--- config.mk ---
export PLATFORM = sky130hd
export DESIGN_NAME = dscw_core
export DESIGN_NICKNAME = d
export VERILOG_FILES = /design/src/shared/dscw_pkg.sv /design/src/hw/dscw_core.sv
export SDC_FILE = /design/constraint.sdc
export NUM_CORES = 1
export LEC_CHECK = 0
export BUFFER_PORTS_ARGS = -buffer_cell sky130_fd_sc_hd__buf_2
export CAP_MARGIN = 30
export CORE_MARGIN = 2
export CORE_UTILIZATION = 58
export DETAILED_ROUTE_END_ITERATION = 10
export PLACE_DENSITY = 0.86
export SETUP_SLACK_MARGIN = 0.2
export SKIP_LAST_GASP = 1
export SLEW_MARGIN = 15
export SYNTH_ARGS = -nofsm -noshare
export SYNTH_HDL_FRONTEND = slang
export SYNTH_SLANG_ARGS = --single-unit
--- constraint.sdc ---
create_clock -name ref_clk_i -period 3.1 [get_ports ref_clk_i]
set_input_delay 0.31 -clock ref_clk_i [delete_from_list [all_inputs] [get_ports ref_clk_i]]
set_output_delay 0.31 -clock ref_clk_i [all_outputs]
set_load 0.01 [all_outputs]
--- src/shared/dscw_pkg.sv ---
package dscw_pkg;

  // Parameter addresses of the register set
  localparam logic [15:0] ADDR_CONTROL    = 16'h1b02; // drive_control_word
  localparam logic [15:0] ADDR_STATUS     = 16'h1b04; // drive_status_word
  localparam logic [15:0] ADDR_MODE_SEL   = 16'h1b06; // mode_select
  localparam logic [15:0] ADDR_MODE_ACT   = 16'h1b08; // active_mode_readback
  localparam logic [15:0] ADDR_TARGET     = 16'h1b1c; // target_position

  // Reset values
  localparam logic [15:0] CONTROL_RST     = 16'h0000;
  localparam logic [15:0] MODE_RST        = 16'h0000; // Reserved, nothing runs
  localparam logic [31:0] TARGET_RST      = 32'h0000_0000;

  // Control word field positions
  localparam int CW_SWITCH_ON   = 0;
  localparam int CW_EN_VOLTAGE  = 1;
  localparam int CW_QUICK_STOP  = 2;
  localparam int CW_EN_OPER     = 3;
  localparam int CW_FAULT_RESET = 7;
  localparam int CW_HALT        = 8;

  // Status word field positions
  localparam int SW_VOLTAGE     = 4;
  localparam int SW_WARNING     = 7;
  localparam int SW_HALT        = 8;
  localparam int SW_REMOTE      = 9;
  localparam int SW_MODE_10     = 10;
  localparam int SW_TARGET_USED = 12;
  localparam int SW_ERROR       = 13;
  localparam int SW_END         = 14;
  localparam int SW_REF_OK      = 15;

  // Operating mode encodings
  localparam logic [15:0] MODE_JOG  = 16'hffff;
  localparam logic [15:0] MODE_NONE = 16'h0000;
  localparam logic [15:0] MODE_PP   = 16'h0001;
  localparam logic [15:0] MODE_PV   = 16'h0003;
  localparam logic [15:0] MODE_HOME = 16'h0006;
  localparam logic [15:0] MODE_CSP  = 16'h0008;

  // Interpolation: each received position is reached in 2**INTERP_SHIFT clocks
  localparam int          INTERP_SHIFT = 4;
  localparam logic [4:0]  INTERP_STEPS = 5'h10;

  // Operating states, codes equal to the state numbers
  typedef enum logic [3:0] {
    ST_NOT_READY   = 4'b0010,
    ST_SW_DISABLED = 4'b0011,
    ST_READY       = 4'b0100,
    ST_SWITCHED_ON = 4'b0101,
    ST_OP_ENABLED  = 4'b0110,
    ST_QUICK_STOP  = 4'b0111,
    ST_FAULT_REACT = 4'b1000,
    ST_FAULT       = 4'b1001
  } dscw_state_t;

  // One parameter access from the fieldbus
  typedef struct packed {
    logic        wr;
    logic        rd;
    logic [15:0] addr;
    logic [31:0] wdata;
  } dscw_par_req_t;

  // Drive-side conditions fed in from the motion core
  typedef struct packed {
    logic dc_ok;        // DC bus voltage correct
    logic warning;      // Error class 0 message present
    logic remote;       // Fieldbus is the controlling channel
    logic standstill;   // Motor at standstill
    logic zero_valid;   // Valid zero point held
    logic err_class1;   // Error of class 1 detected
    logic err_fatal;    // Error of class 2..4 detected
    logic react_done;   // Error response finished
  } dscw_drive_t;

endpackage : dscw_pkg

--- src/hw/dscw_core.sv ---
// Summary of operation
// - Status bit 8 shows halt active
// - Status bit 9 shows fieldbus controls motion
// - Status bit 13 set on blocking error
// - Status bit 14 cleared when mode starts
// - Bit 14 set after standstill, unless chained
// - Status bit 15 shows valid zero point
// - Enable input rise switches on from ready; fall disables power stage
// - Fault-reset input rising edge resets error
// - Control word bit meanings; bit 8 halts
// - Shutdown command goes to ready-to-switch-on
// - Switch on / enable operation commands
// - Disable voltage goes to switch-on-disabled
// - Quick stop goes to quick-stop-active
// - Bit 7 rising edge resets fault
// - Selected mode starts with power stage
// - Mode encoding; writes take effect when no mode runs or on halt at standstill
// - Mode change only when stopped
// - CSP interpolates received positions linearly
// - CSP status bit 12 target used
// - CSP starts in state 6, ends leaving
// - State coded on status bits 0-3,5,6
module dscw_core (
  input  wire logic                   ref_clk_i,        // 50 MHz
  input  wire logic                   rstn_i,           // Synchronous, active low
  input  wire dscw_pkg::dscw_par_req_t par_req_i,       // Fieldbus parameter access
  input  wire logic                   din_enable_i,     // Power-enable signal input
  input  wire logic                   din_fault_rst_i,  // Error-reset signal input
  input  wire dscw_pkg::dscw_drive_t  drive_i,          // Motion core conditions
  output logic [31:0]                 par_rdata_o,      // Read data
  output logic                        par_rvalid_o,     // Read data valid pulse
  output logic [15:0]                 status_word_o,    // drive_status_word
  output logic [15:0]                 active_mode_o,    // active_mode_readback
  output logic                        power_stage_o,    // Power stage enabled
  output logic                        halt_o,           // Halt request to motion core
  output logic                        csp_active_o,     // CSP mode processing
  output logic [31:0]                 csp_setpoint_o    // Interpolated position
);

  // Power stage is live in these states
  function automatic logic power_on(input dscw_pkg::dscw_state_t s);
    power_on = (s == dscw_pkg::ST_OP_ENABLED) || (s == dscw_pkg::ST_QUICK_STOP) ||
               (s == dscw_pkg::ST_FAULT_REACT);
  endfunction : power_on

  // Register file and machine state
  logic [15:0]           ctrl_reg,     ctrl_next;      // drive_control_word
  logic [15:0]           msel_reg,     msel_next;      // mode_select
  logic [15:0]           mact_reg,     mact_next;      // Active mode
  logic [31:0]           tgt_reg,      tgt_next;       // target_position
  dscw_pkg::dscw_state_t state_reg,    state_next;     // Operating state
  logic [1:0]            din_reg,      din_next;       // Signal inputs, last cycle
  logic                  xend_reg,     xend_next;      // Processing finished flag
  logic [15:0]           stat_reg,     stat_next;      // Status word
  logic [31:0]           rdata_reg,    rdata_next;     // Read data
  logic                  rvalid_reg,   rvalid_next;    // Read valid
  logic                  pwr_reg,      pwr_next;       // Power stage output
  logic                  csp_reg,      csp_next;       // CSP running
  logic [31:0]           sp_reg,       sp_next;        // Interpolated setpoint
  logic [31:0]           step_reg,     step_next;      // Per-clock increment
  logic [4:0]            icnt_reg,     icnt_next;      // Steps left

  // Decoded events
  logic        cw_wr;            // Control word written this cycle
  logic        tgt_wr;           // Target written this cycle
  logic [15:0] cw;               // Word being written
  logic [1:0]  din_now;          // Current signal inputs
  logic [1:0]  din_rise;         // Rising edges
  logic [1:0]  din_fall;         // Falling edges
  logic        fr_edge;          // Any fault reset edge
  logic        cmd_ok;           // Level command allowed (bit 7 low)
  logic        cmd_disable;      // Disable voltage
  logic        cmd_qstop;        // Quick stop
  logic        cmd_shutdown;     // Shutdown
  logic        cmd_swon;         // Switch on / disable operation
  logic        cmd_enop;         // Enable operation
  logic        mode_run;         // A mode is processing
  logic        run_start;        // Processing starts this cycle

  assign cw_wr   = par_req_i.wr && (par_req_i.addr == dscw_pkg::ADDR_CONTROL);
  assign tgt_wr  = par_req_i.wr && (par_req_i.addr == dscw_pkg::ADDR_TARGET);
  assign cw      = par_req_i.wdata[15:0];
  assign din_now = {din_fault_rst_i, din_enable_i};

  // Edge detectors for both signal inputs
  genvar gi;
  generate
    for (gi = 0; gi < 2; gi++)
    begin : g_din_edge
      assign din_rise[gi] = din_now[gi] && !din_reg[gi];
      assign din_fall[gi] = !din_now[gi] && din_reg[gi];
    end
  endgenerate

  // Commands only act at the moment a control word arrives
  always_comb
  begin
    fr_edge      = (cw_wr && cw[dscw_pkg::CW_FAULT_RESET] && !ctrl_reg[dscw_pkg::CW_FAULT_RESET])
                   || din_rise[1];
    cmd_ok       = cw_wr && !cw[dscw_pkg::CW_FAULT_RESET];
    cmd_disable  = cmd_ok && !cw[dscw_pkg::CW_EN_VOLTAGE];
    cmd_qstop    = cmd_ok && cw[dscw_pkg::CW_EN_VOLTAGE] && !cw[dscw_pkg::CW_QUICK_STOP];
    cmd_shutdown = cmd_ok && (cw[2:0] == 3'b110);
    cmd_swon     = cmd_ok && (cw[3:0] == 4'b0111);
    cmd_enop     = cmd_ok && (cw[3:0] == 4'b1111);
  end

  // Operating state machine
  always_comb
  begin
    state_next = state_reg;
    case (state_reg)
      dscw_pkg::ST_NOT_READY:
        state_next = dscw_pkg::ST_SW_DISABLED;
      dscw_pkg::ST_SW_DISABLED:
        // Without bus voltage the drive stays here
        if (cmd_shutdown && drive_i.dc_ok)
          state_next = dscw_pkg::ST_READY;
      dscw_pkg::ST_READY:
        if (cmd_disable || cmd_qstop)
          state_next = dscw_pkg::ST_SW_DISABLED;
        else if (cmd_swon || cmd_enop || din_rise[0])
          state_next = dscw_pkg::ST_SWITCHED_ON;
      dscw_pkg::ST_SWITCHED_ON:
        if (cmd_disable || cmd_qstop)
          state_next = dscw_pkg::ST_SW_DISABLED;
        else if (cmd_shutdown)
          state_next = dscw_pkg::ST_READY;
        else if (cmd_enop)
          state_next = dscw_pkg::ST_OP_ENABLED;
      dscw_pkg::ST_OP_ENABLED:
        if (cmd_disable || din_fall[0])
          state_next = dscw_pkg::ST_SW_DISABLED;
        else if (cmd_qstop || drive_i.err_class1)
          state_next = dscw_pkg::ST_QUICK_STOP;
        else if (cmd_shutdown)
          state_next = dscw_pkg::ST_READY;
        else if (cmd_swon)
          state_next = dscw_pkg::ST_SWITCHED_ON;
      dscw_pkg::ST_QUICK_STOP:
        if (cmd_disable || din_fall[0])
          state_next = dscw_pkg::ST_SW_DISABLED;
        else if (fr_edge || cmd_enop)
          state_next = dscw_pkg::ST_OP_ENABLED;
      dscw_pkg::ST_FAULT_REACT:
        if (drive_i.react_done)
          state_next = dscw_pkg::ST_FAULT;
      dscw_pkg::ST_FAULT:
        if (fr_edge)
          state_next = dscw_pkg::ST_SW_DISABLED;
      default:
        state_next = dscw_pkg::ST_NOT_READY;
    endcase
    // Severe errors override any command
    if (drive_i.err_fatal && (state_reg != dscw_pkg::ST_FAULT_REACT) && (state_reg != dscw_pkg::ST_FAULT))
      state_next = dscw_pkg::ST_FAULT_REACT;
  end

  // Mode selection and processing flags
  always_comb
  begin
    ctrl_next = cw_wr ? cw : ctrl_reg;
    msel_next = (par_req_i.wr && (par_req_i.addr == dscw_pkg::ADDR_MODE_SEL)) ? par_req_i.wdata[15:0]
                                                                              : msel_reg;
    tgt_next  = tgt_wr ? par_req_i.wdata : tgt_reg;
    din_next  = din_now;
    mode_run  = (state_reg == dscw_pkg::ST_OP_ENABLED) && (mact_reg != dscw_pkg::MODE_NONE);
    // A new selection replaces the active one only when no mode runs or on halt at standstill
    if (!mode_run || (ctrl_reg[dscw_pkg::CW_HALT] && drive_i.standstill))
      mact_next = msel_reg;
    else
      mact_next = mact_reg;
    run_start = (state_next == dscw_pkg::ST_OP_ENABLED) && (mact_next != dscw_pkg::MODE_NONE) &&
                ((state_reg != dscw_pkg::ST_OP_ENABLED) || (mact_next != mact_reg));
    // Cleared on start; set on standstill after end or halt, so chained starts keep it low
    if (run_start)
      xend_next = 1'b0;
    else if ((!mode_run || ctrl_reg[dscw_pkg::CW_HALT]) && drive_i.standstill)
      xend_next = 1'b1;
    else
      xend_next = xend_reg;
    pwr_next = power_on(state_next);
    csp_next = (state_next == dscw_pkg::ST_OP_ENABLED) && (mact_next == dscw_pkg::MODE_CSP);
  end

  // Linear interpolation toward each received position
  always_comb
  begin
    sp_next   = sp_reg;
    step_next = step_reg;
    icnt_next = icnt_reg;
    if (!csp_reg)
    begin
      // Outside the mode the setpoint simply parks on the target
      sp_next   = tgt_reg;
      icnt_next = 5'h00;
    end
    else if (tgt_wr)
    begin
      step_next = 32'($signed(par_req_i.wdata - sp_reg) >>> dscw_pkg::INTERP_SHIFT);
      icnt_next = dscw_pkg::INTERP_STEPS;
    end
    else if (icnt_reg == 5'h01)
    begin
      // Last step lands exactly; truncation error never accumulates
      sp_next   = tgt_reg;
      icnt_next = 5'h00;
    end
    else if (icnt_reg != 5'h00)
    begin
      sp_next   = sp_reg + step_reg;
      icnt_next = icnt_reg - 5'h01;
    end
  end

  // Status word assembly and parameter reads
  always_comb
  begin
    stat_next = 16'h0000;
    case (state_reg)
      dscw_pkg::ST_SW_DISABLED: stat_next[6:0] = 7'b1000000;
      dscw_pkg::ST_READY:       stat_next[6:0] = 7'b0100001;
      dscw_pkg::ST_SWITCHED_ON: stat_next[6:0] = 7'b0100011;
      dscw_pkg::ST_OP_ENABLED:  stat_next[6:0] = 7'b0100111;
      dscw_pkg::ST_QUICK_STOP:  stat_next[6:0] = 7'b0000111;
      dscw_pkg::ST_FAULT_REACT: stat_next[6:0] = 7'b0001111;
      dscw_pkg::ST_FAULT:       stat_next[6:0] = 7'b0001000;
      default:                  stat_next[6:0] = 7'b0000000;
    endcase
    stat_next[dscw_pkg::SW_VOLTAGE]     = drive_i.dc_ok;
    stat_next[dscw_pkg::SW_WARNING]     = drive_i.warning;
    stat_next[dscw_pkg::SW_HALT]        = ctrl_reg[dscw_pkg::CW_HALT];
    stat_next[dscw_pkg::SW_REMOTE]      = drive_i.remote;
    stat_next[dscw_pkg::SW_MODE_10]     = 1'b0;
    stat_next[dscw_pkg::SW_TARGET_USED] = csp_reg && !ctrl_reg[dscw_pkg::CW_HALT];
    stat_next[dscw_pkg::SW_ERROR]       = (state_reg == dscw_pkg::ST_FAULT_REACT) ||
                                          (state_reg == dscw_pkg::ST_FAULT);
    stat_next[dscw_pkg::SW_END]         = xend_reg;
    stat_next[dscw_pkg::SW_REF_OK]      = drive_i.zero_valid;
    rvalid_next = par_req_i.rd;
    case (par_req_i.addr)
      dscw_pkg::ADDR_CONTROL:  rdata_next = {16'h0000, ctrl_reg};
      dscw_pkg::ADDR_STATUS:   rdata_next = {16'h0000, stat_reg};
      dscw_pkg::ADDR_MODE_SEL: rdata_next = {16'h0000, msel_reg};
      dscw_pkg::ADDR_MODE_ACT: rdata_next = {16'h0000, mact_reg};
      dscw_pkg::ADDR_TARGET:   rdata_next = tgt_reg;
      default:                 rdata_next = 32'h0000_0000;
    endcase
    if (!par_req_i.rd)
      rdata_next = rdata_reg;
  end

  // All state registers
  always_ff @(posedge ref_clk_i)
  begin
    if (!rstn_i)
    begin
      ctrl_reg   <= dscw_pkg::CONTROL_RST;
      msel_reg   <= dscw_pkg::MODE_RST;
      mact_reg   <= dscw_pkg::MODE_RST;
      tgt_reg    <= dscw_pkg::TARGET_RST;
      state_reg  <= dscw_pkg::ST_NOT_READY;
      din_reg    <= 2'h0;
      xend_reg   <= 1'b1;
      stat_reg   <= 16'h0000;
      rdata_reg  <= 32'h0000_0000;
      rvalid_reg <= 1'b0;
      pwr_reg    <= 1'b0;
      csp_reg    <= 1'b0;
      sp_reg     <= dscw_pkg::TARGET_RST;
      step_reg   <= 32'h0000_0000;
      icnt_reg   <= 5'h00;
    end
    else
    begin
      ctrl_reg   <= ctrl_next;
      msel_reg   <= msel_next;
      mact_reg   <= mact_next;
      tgt_reg    <= tgt_next;
      state_reg  <= state_next;
      din_reg    <= din_next;
      xend_reg   <= xend_next;
      stat_reg   <= stat_next;
      rdata_reg  <= rdata_next;
      rvalid_reg <= rvalid_next;
      pwr_reg    <= pwr_next;
      csp_reg    <= csp_next;
      sp_reg     <= sp_next;
      step_reg   <= step_next;
      icnt_reg   <= icnt_next;
    end
  end

  assign par_rdata_o    = rdata_reg;
  assign par_rvalid_o   = rvalid_reg;
  assign status_word_o  = stat_reg;
  assign active_mode_o  = mact_reg;
  assign power_stage_o  = pwr_reg;
  assign halt_o         = ctrl_reg[dscw_pkg::CW_HALT];
  assign csp_active_o   = csp_reg;
  assign csp_setpoint_o = sp_reg;
endmodule : dscw_core

==> results of run 1 <==
## power breakdown
part / switching, mW / internal [mW] / leakage [nW] / total [mW]
clock network: 1.14 / 1.69 / 0.388 / 2.84
logic: 0.265 / 0.160 / 3.58 / 0.425
registers: 0.0192 / 2.60 / 1.63 / 2.62
total: 1.43 / 4.46 / 5.59 / 5.88
## final cells by class
type                       instances  area, µm²
clock inverter                     7        104
antenna                            1       2.50
multi-input combinational       1094       6850
tap                              260        325
fill                            1448       5470
timing repair buffer             205       1170
inverter                          56        213
clock buffer                      35        681
sequential                       201       4030
## critical path, delay by kind of cell, from the launching register on
family                     cells  cell delay [ns]
buffers and inverters          2             0.25
DFF                            1             0.36
AOI/OAI and AO/OA              7             1.33
adders and majority gates      1             0.22
and+or+nand+nor                2             0.48
## Yosys cell counts (5+ instances only)
cell	instances	area share
sky130_fd_sc_hd__inv_1	55	0.018
sky130_fd_sc_hd__mux2i_1	35	0.031
sky130_fd_sc_hd__nand2_1	241	0.081
sky130_fd_sc_hd__a211oi_1	42	0.028
sky130_fd_sc_hd__xor2_1	32	0.025
sky130_fd_sc_hd__ha_1	63	0.070
sky130_fd_sc_hd__dfxtp_1	201	0.36
sky130_fd_sc_hd__a21oi_1	188	0.084
sky130_fd_sc_hd__buf_4	5	0.0033
sky130_fd_sc_hd__nand3_1	45	0.020
sky130_fd_sc_hd__a31oi_1	10	0.0056
sky130_fd_sc_hd__clkbuf_1	61	0.020
sky130_fd_sc_hd__and3_1	8	0.0045
sky130_fd_sc_hd__or3_1	6	0.0033
sky130_fd_sc_hd__a21o_1	22	0.015
sky130_fd_sc_hd__o21ai_0	75	0.033
sky130_fd_sc_hd__a221oi_1	17	0.013
sky130_fd_sc_hd__nor2_1	92	0.031
sky130_fd_sc_hd__nor4_1	15	0.0084
sky130_fd_sc_hd__o211ai_1	11	0.0074
sky130_fd_sc_hd__xnor2_1	23	0.018
sky130_fd_sc_hd__buf_2	8	0.0036
sky130_fd_sc_hd__and2_1	18	0.010
sky130_fd_sc_hd__o21a_1	12	0.0080
sky130_fd_sc_hd__nor2b_1	11	0.0061
sky130_fd_sc_hd__nand4_1	11	0.0061
sky130_fd_sc_hd__and4_1	5	0.0039
sky130_fd_sc_hd__nor3b_1	6	0.0040
sky130_fd_sc_hd__nor3_1	14	0.0062
sky130_fd_sc_hd__nand2b_1	11	0.0061
## cell families after synthesis
| logic type | Yosys count |
|---|---|
| AND/OR/NAND/NOR | 508 |
| AO/OA/AOI/OAI | 430 |
| flip-flops | 201 |
| buffers and inverters | 136 |
| adder cells (fa/ha/maj) | 64 |
| XOR/XNOR | 55 |
| multiplexers | 35 |
| other | 1 |
## repair_timing
item	in CTS	in global routing
hold buffers	5	0
resized for setup	3	32
endpoints found under the setup margin	6	22
pin swaps	1	12
hold endpoints to repair	5	0
setup buffers	1	2
## metal layers
metal  GRT usage  up-vias  wire length, µm
met5           0        -                0
met4       0.156        0             1680
met3      0.0490      126             4290
met2       0.528      749            16000
met1       0.477     5430            14500
li1            -     5396                -
## worst max path at each step
stage,start,endpoint,slack [ns],cells after the start
floorplan,csp_setpoint_o[0],csp_setpoint_o[30],0.41,13
finish,csp_setpoint_o[4],step_reg[24],0.31,12
global placement,csp_setpoint_o[0],csp_setpoint_o[30],0.21,13
global route,csp_setpoint_o[0],csp_setpoint_o[14],0.12,13
CTS,csp_setpoint_o[0],csp_setpoint_o[30],0.19,13
detailed placement,csp_setpoint_o[0],csp_setpoint_o[30],0.11,13
==> parameters.txt, run 1 <==
Parameter                              Value

Placement
  Final weighted congestion of routability-driven global placement ... 0.981
  Number of placed cells counting well taps ... around 1800
  Placed wire-length estimate after detailed placement ... 25900 µm
  Post-place instance area ... about 12000 µm²
  Port Buf Inserts ... 159
  Worst setup slack before clock tree synthesis ... 0.114 ns

Layout
  Fraction of final layout cells sized beyond drive strength 1 ... 0.182
  Post-route core utilization ... 0.710
  Commonest non-fill, non-tap cells in the layout ... sky130_fd_sc_hd__nand2_1, sky130_fd_sc_hd__dfxtp_1, sky130_fd_sc_hd__a21oi_1, sky130_fd_sc_hd__buf_2, sky130_fd_sc_hd__nor2_1
  Number of nets in the layout ... around 1700
  Total non-filler cell area in the finished layout ... 13400 µm²
  Leading cell type in the layout, fill and taps excluded ... sky130_fd_sc_hd__nand2_1
  P&R area growth vs syn ... 19.0%
  Post-route non-filler standard cell count ... ~1900

Logic synthesis
  Post-synthesis sequential area ratio ... 0.358
  Count of cell types in the netlist ... ~80
  Post-synthesis instance area ... 11200 µm²
  Post-Synth Adder-Cell Area ... 0.0720
  Area fraction in compound gates after synthesis ... 0.236
  Number of warnings reported in the yosys synthesis log ... 0
  Top_reg_cell synth ... sky130_fd_sc_hd__dfxtp_1
  Area share of xor/xnor cells in the synthesized design ... 0.0429
  Simple logic cell fraction of the synthesized area ... 0.210
  Count of state elements after synthesis ... about 200
  Post-Synthesis Mean Instance Area ... approximately 7.9 µm²
  Proportion of register bits with asynchronous set or reset after synthesis ... 0
  Dominant combinational cell family by area after synthesis ... compound AO/OA/AOI/OAI gates
  Post-synth EDFFs ... 0
  Mux contribution to synthesized area ... 0.0312
  Number of standard cells after synthesis ... 1430

STA
  Ratio of final minimum period to clock period ... 0.899
  Final Hold Slack ... between 0.03 and 0.04 ns
  Worst-case headroom to the max-slew limit ... 0.328
  Slew Limit Fails ... 0
  Final setup margin ... roughly 0.31 ns
  Setup repair after global routing missed its margin ... false
  Count of final setup violators ... 0
  Highest achievable clock rate ... 359 MHz
  Final setup TNS ... 0 ns
  Clock tree skew after final layout ... roughly 0.019 ns
  Total count of hold-check failures in the final report ... 0
  Transition time at the pin with the least slew margin ... around 1 ns
  Min cycle time layout ... between 2 and 3 ns

Critical path
  Kind of end point of the critical path ... flip-flop
  Reg2reg setup slack ... 0.31 ns
  Cell with the most instances on the worst path ... sky130_fd_sc_hd__o211ai_1
  Worst r2r dst ... step_reg[24]
  Launching point of the worst reg2reg path ... csp_setpoint_o[4]
  Worst setup path class ... flip-flop to flip-flop
  Critical path data arrival time ... 3.18 ns
  CP max stage delay ... 0.39 ns
  Critical-path cell list ... inv_1 -> ha_1 -> or3_4 -> o211ai_1 -> a21oi_2 -> o221ai_2 -> a31oi_2 -> buf_4 -> o21a_1 -> a21o_1 -> nand4b_1 -> o211ai_1
  Worst path required time ... 3.49 ns
  Master of the slowest instance on the critical path ... sky130_fd_sc_hd__or3_4
  Number of cell instances on the worst register-to-register path ... 12
  Critical Path Start Type ... flip-flop
  Peak fanout along the critical path ... 4

GRT
  Global-route wire length before repair ... roughly 56000 µm
  Maximum number of pins on one net before global-route repair ... 69
  Vias in the first global route ... 10600
  Total gr overflow ... 0
  Overall routing resource usage ... 0.343
  Antenna violations before repair ... 1

Worst hold path
  Instance count along the most critical hold path ... 3
  Hold EP ... din_reg[0]
  Launch instance of the worst min-delay path ... din_enable_i
  Min-Delay Path Class ... input port to flip-flop

Detailed routing
  WL final ... 36500 µm
  Drt initial violations ... approximately 1300
  Detailed-router iteration count before antenna repair ... 5
  Average wire per cell in the routed design ... 19.6 µm
  Count of unresolved DRC violations after routing ... 0
  Vias after detailed routing ... 11700
  Remaining number of nets flagged by the antenna check after routing ... 0
  Post-detailed-route via-to-cell ratio ... 6.29

Power and ir drop
  Pwr/cell area ... 440 nW/µm²
  Total power consumption of the routed design ... 5.88 mW
  Worst vdd rail ir drop ... 0.000432 V
  Static Leakage ... 5.59 nW

Run
  Max-cap violation count ... 0

CTS
  Clock Sinks ... 201
  Max clock buf depth ... 3
  CTS clk-pin slew, worst paths ... 0.06 ns
  Insertion delay to the later sink of the worst-skew pair ... 0.53 ns
  Clock buffer count from CTS ... 23
  CTS H-tree depth ... 1
  TritonCTS clock tree ... built
  Cell at the root of the clock tree ... sky130_fd_sc_hd__clkbuf_16

Floorplanning
  Std-Cell Core Area ... approximately 19000 µm²
  Chip Height ... 143 µm
  Effective utilization at floorplan ... 0.596
  Die outline width ... approximately 140 µm
  Ports placed on the boundary ... 162
  Row count ... 50
  DIE AREA ... 20500 µm²

Outcome
  Status ... finished clean
Power figures use the tool's default switching activity.
==> run 2: changes to the inputs <==
--- a/config.mk
+++ b/config.mk
@@ -11,6 +11,7 @@
 export CORE_UTILIZATION = 58
 export DETAILED_ROUTE_END_ITERATION = 10
 export PLACE_DENSITY = 0.86
+export RECOVER_POWER = 50
 export SETUP_SLACK_MARGIN = 0.2
 export SKIP_LAST_GASP = 1
 export SLEW_MARGIN = 15
==> run 2 against run 1 <==
The flow now finishes with violations (max-capacitance violations, max-slew violations). Via count rose by 0.15%. Final area shrank 1.1%. Setup slack worse by 0.051 ns. Die area unchanged. Largest power group unchanged.
==> parameters.txt, run 2 (synthesis results as in run 1) <==
Parameter                              Value

Outcome
  Status ... complete, but fails checks
  Failing checks ... max-capacitance violations, max-slew violations

Run
  Max-cap violation count ... 2

STA
  Highest achievable clock rate ... 352 MHz
  Total count of hold-check failures in the final report ... 0
  Slew Limit Fails ... approximately 130
  Ratio of final minimum period to clock period ... 0.916
  Transition time at the pin with the least slew margin ... 2.77 ns
  Count of final setup violators ... 0
  Clock tree skew after final layout ... 0.0229 ns
  Setup repair after global routing missed its margin ... false
  Min cycle time layout ... 2.84 ns
  Worst-case headroom to the max-slew limit ... -0.846
  Final setup TNS ... 0 ns
  Final Hold Slack ... between 0.03 and 0.04 ns

Detailed routing
  Remaining number of nets flagged by the antenna check after routing ... 0
  WL final ... around 36000 µm
  Detailed-router iteration count before antenna repair ... 6
  Count of unresolved DRC violations after routing ... 0
  Vias after detailed routing ... 11700
  Average wire per cell in the routed design ... slightly below 20 µm
  Drt initial violations ... around 1100
  Post-detailed-route via-to-cell ratio ... 6.30

CTS
  Clock Sinks ... 201
  CTS clk-pin slew, worst paths ... 0.06 ns
  TritonCTS clock tree ... built
  Clock buffer count from CTS ... 23
  Cell at the root of the clock tree ... sky130_fd_sc_hd__clkbuf_16
  CTS H-tree depth ... 1
  Max clock buf depth ... 3
  Insertion delay to the later sink of the worst-skew pair ... 0.53 ns

GRT
  Global-route wire length before repair ... 55800 µm
  Vias in the first global route ... 10600
  Total gr overflow ... 0
  Overall routing resource usage ... 0.343
  Maximum number of pins on one net before global-route repair ... 69
  Antenna violations before repair ... 1

Critical path
  CP max stage delay ... slightly below 0.4 ns
  Cell class contributing the biggest share of worst-path delay ... compound AO/OA/AOI/OAI gates
  Worst path required time ... 3.48 ns
  Kind of end point of the critical path ... flip-flop
  Critical Path Start Type ... flip-flop
  Peak fanout along the critical path ... 4
  Critical path data arrival time ... 3.22 ns
  Master of the slowest instance on the critical path ... sky130_fd_sc_hd__or3_4
  Worst setup path class ... flip-flop to flip-flop
  Critical-path cell list ... inv_1 -> ha_1 -> or3_4 -> o211ai_1 -> a21oi_2 -> o221ai_2 -> a31oi_2 -> buf_4 -> o21a_1 -> a21o_1 -> nand4b_1 -> o211ai_1
  Cell with the most instances on the worst path ... sky130_fd_sc_hd__o211ai_1
  Buffering stage count on the worst path with inverters included ... 2

Layout
  Fraction of final layout cells sized beyond drive strength 1 ... 0.118
  P&R area growth vs syn ... 17.7%
  Number of nets in the layout ... ~1700
  Register area ... 4030 µm²
  FILL cells ... 1518
  Commonest non-fill, non-tap cells in the layout ... sky130_fd_sc_hd__nand2_1, sky130_fd_sc_hd__dfxtp_1, sky130_fd_sc_hd__a21oi_1, sky130_fd_sc_hd__clkbuf_1, sky130_fd_sc_hd__nor2_1
  Area used by multi-input combinational logic ... 6850 µm²
  Leading cell type in the layout, fill and taps excluded ... sky130_fd_sc_hd__nand2_1
  Post-route non-filler standard cell count ... between 1500 and 2000

Floorplanning
  Ports placed on the boundary ... 162
  Effective utilization at floorplan ... 0.596
  Row count ... 50
  DIE AREA ... around 20000 µm²
  Std-Cell Core Area ... approximately 19000 µm²
  Die outline width ... around 140 µm
  Chip Height ... 143 µm

Power and ir drop
  Worst vdd rail ir drop ... 0.000437 V
  Static Leakage ... approximately 5.2 nW
  Pwr/cell area ... 445 nW/µm²

Placement
  Number of placed cells counting well taps ... 1808
  Port Buf Inserts ... between 150 and 200
  Final weighted congestion of routability-driven global placement ... around 1
  Placed wire-length estimate after detailed placement ... 25900 µm

Worst hold path
  Min-Delay Path Class ... input port to flip-flop
run 2: cell types whose count changed in the layout (fill, tap and decap cells not counted), sizes merged:
cell / before / now
buf: 200 / 97
clkbuf: 35 / 138
run 2: where the power goes:
part	total [mW]	leakage, nW	switching (mW)	internal, mW
sequential	2.62	1.63	0.0199	2.60
clock	2.84	0.388	1.15	1.69
combinational	0.420	3.15	0.265	0.155
run 2: worst min-delay path, stage by stage:
cell and delay, ns:
sky130_fd_sc_hd__buf_2 0.10, sky130_fd_sc_hd__inv_1 0.07, sky130_fd_sc_hd__nor2_1 0.05
run 2: metrics by stage:
step / instance area [µm²] / worst slack [ns] / util / total power [mW]
6_report: 13200 / 0.261 / 0.702 / 5.89
5_1_grt: 13200 / 0.110 / 0.702 / 6.02
4_1_cts: 13200 / 0.186 / 0.701 / 5.87
3_5_place_dp: 12300 / 0.114 / 0.656 / 3.07
3_3_place_gp: 12300 / 0.213 / 0.656 / 3.06
2_1_floorplan: 11200 / 0.408 / - / 2.91
run 2: worst paths after layout:
check / from / to / slack (ns) / depth (start not counted)
setup / recovery: csp_setpoint_o[4] / step_reg[24] / 0.26 / 12
hold / removal: din_enable_i / din_reg[0] / 0.03 / 3
setup reg to reg: csp_setpoint_o[4] / step_reg[24] / 0.26 / 12
hold reg to reg: ctrl_reg[4] / ctrl_reg[4] / 0.45 / 2
run 2: per-layer routing:
metal / up-vias / routed length [µm] / track usage
li1: 5389 / - / -
met1: 5428 / 14400 / 0.477
met2: 775 / 15900 / 0.528
met3: 126 / 4370 / 0.0490
met4: 0 / 1790 / 0.156
met5: - / 0 / 0
run 2: cell type report:
| class | instances | area share |
|---|---|---|
| repair buffers | 205 | 0.0777 |
| diodes | 1 | 0.000189 |
| clock buffers | 35 | 0.0515 |
| well taps | 260 | 0.0246 |
| clock inverters | 7 | 0.00785 |
| inverters | 56 | 0.0159 |
| flip-flops and latches | 201 | 0.305 |
| multi-input cells | 1094 | 0.518 |
run 2: what timing repair did:
| action | 4_1_cts | 5_1_grt |
|---|---|---|
| buffers inserted | 1 | 2 |
| hold buffers | 5 | 0 |
| hold endpoints to repair | 5 | 0 |
| pin swaps | 1 | 12 |
| resized for setup | 3 | 32 |
| setup endpoints to repair | 6 | 22 |
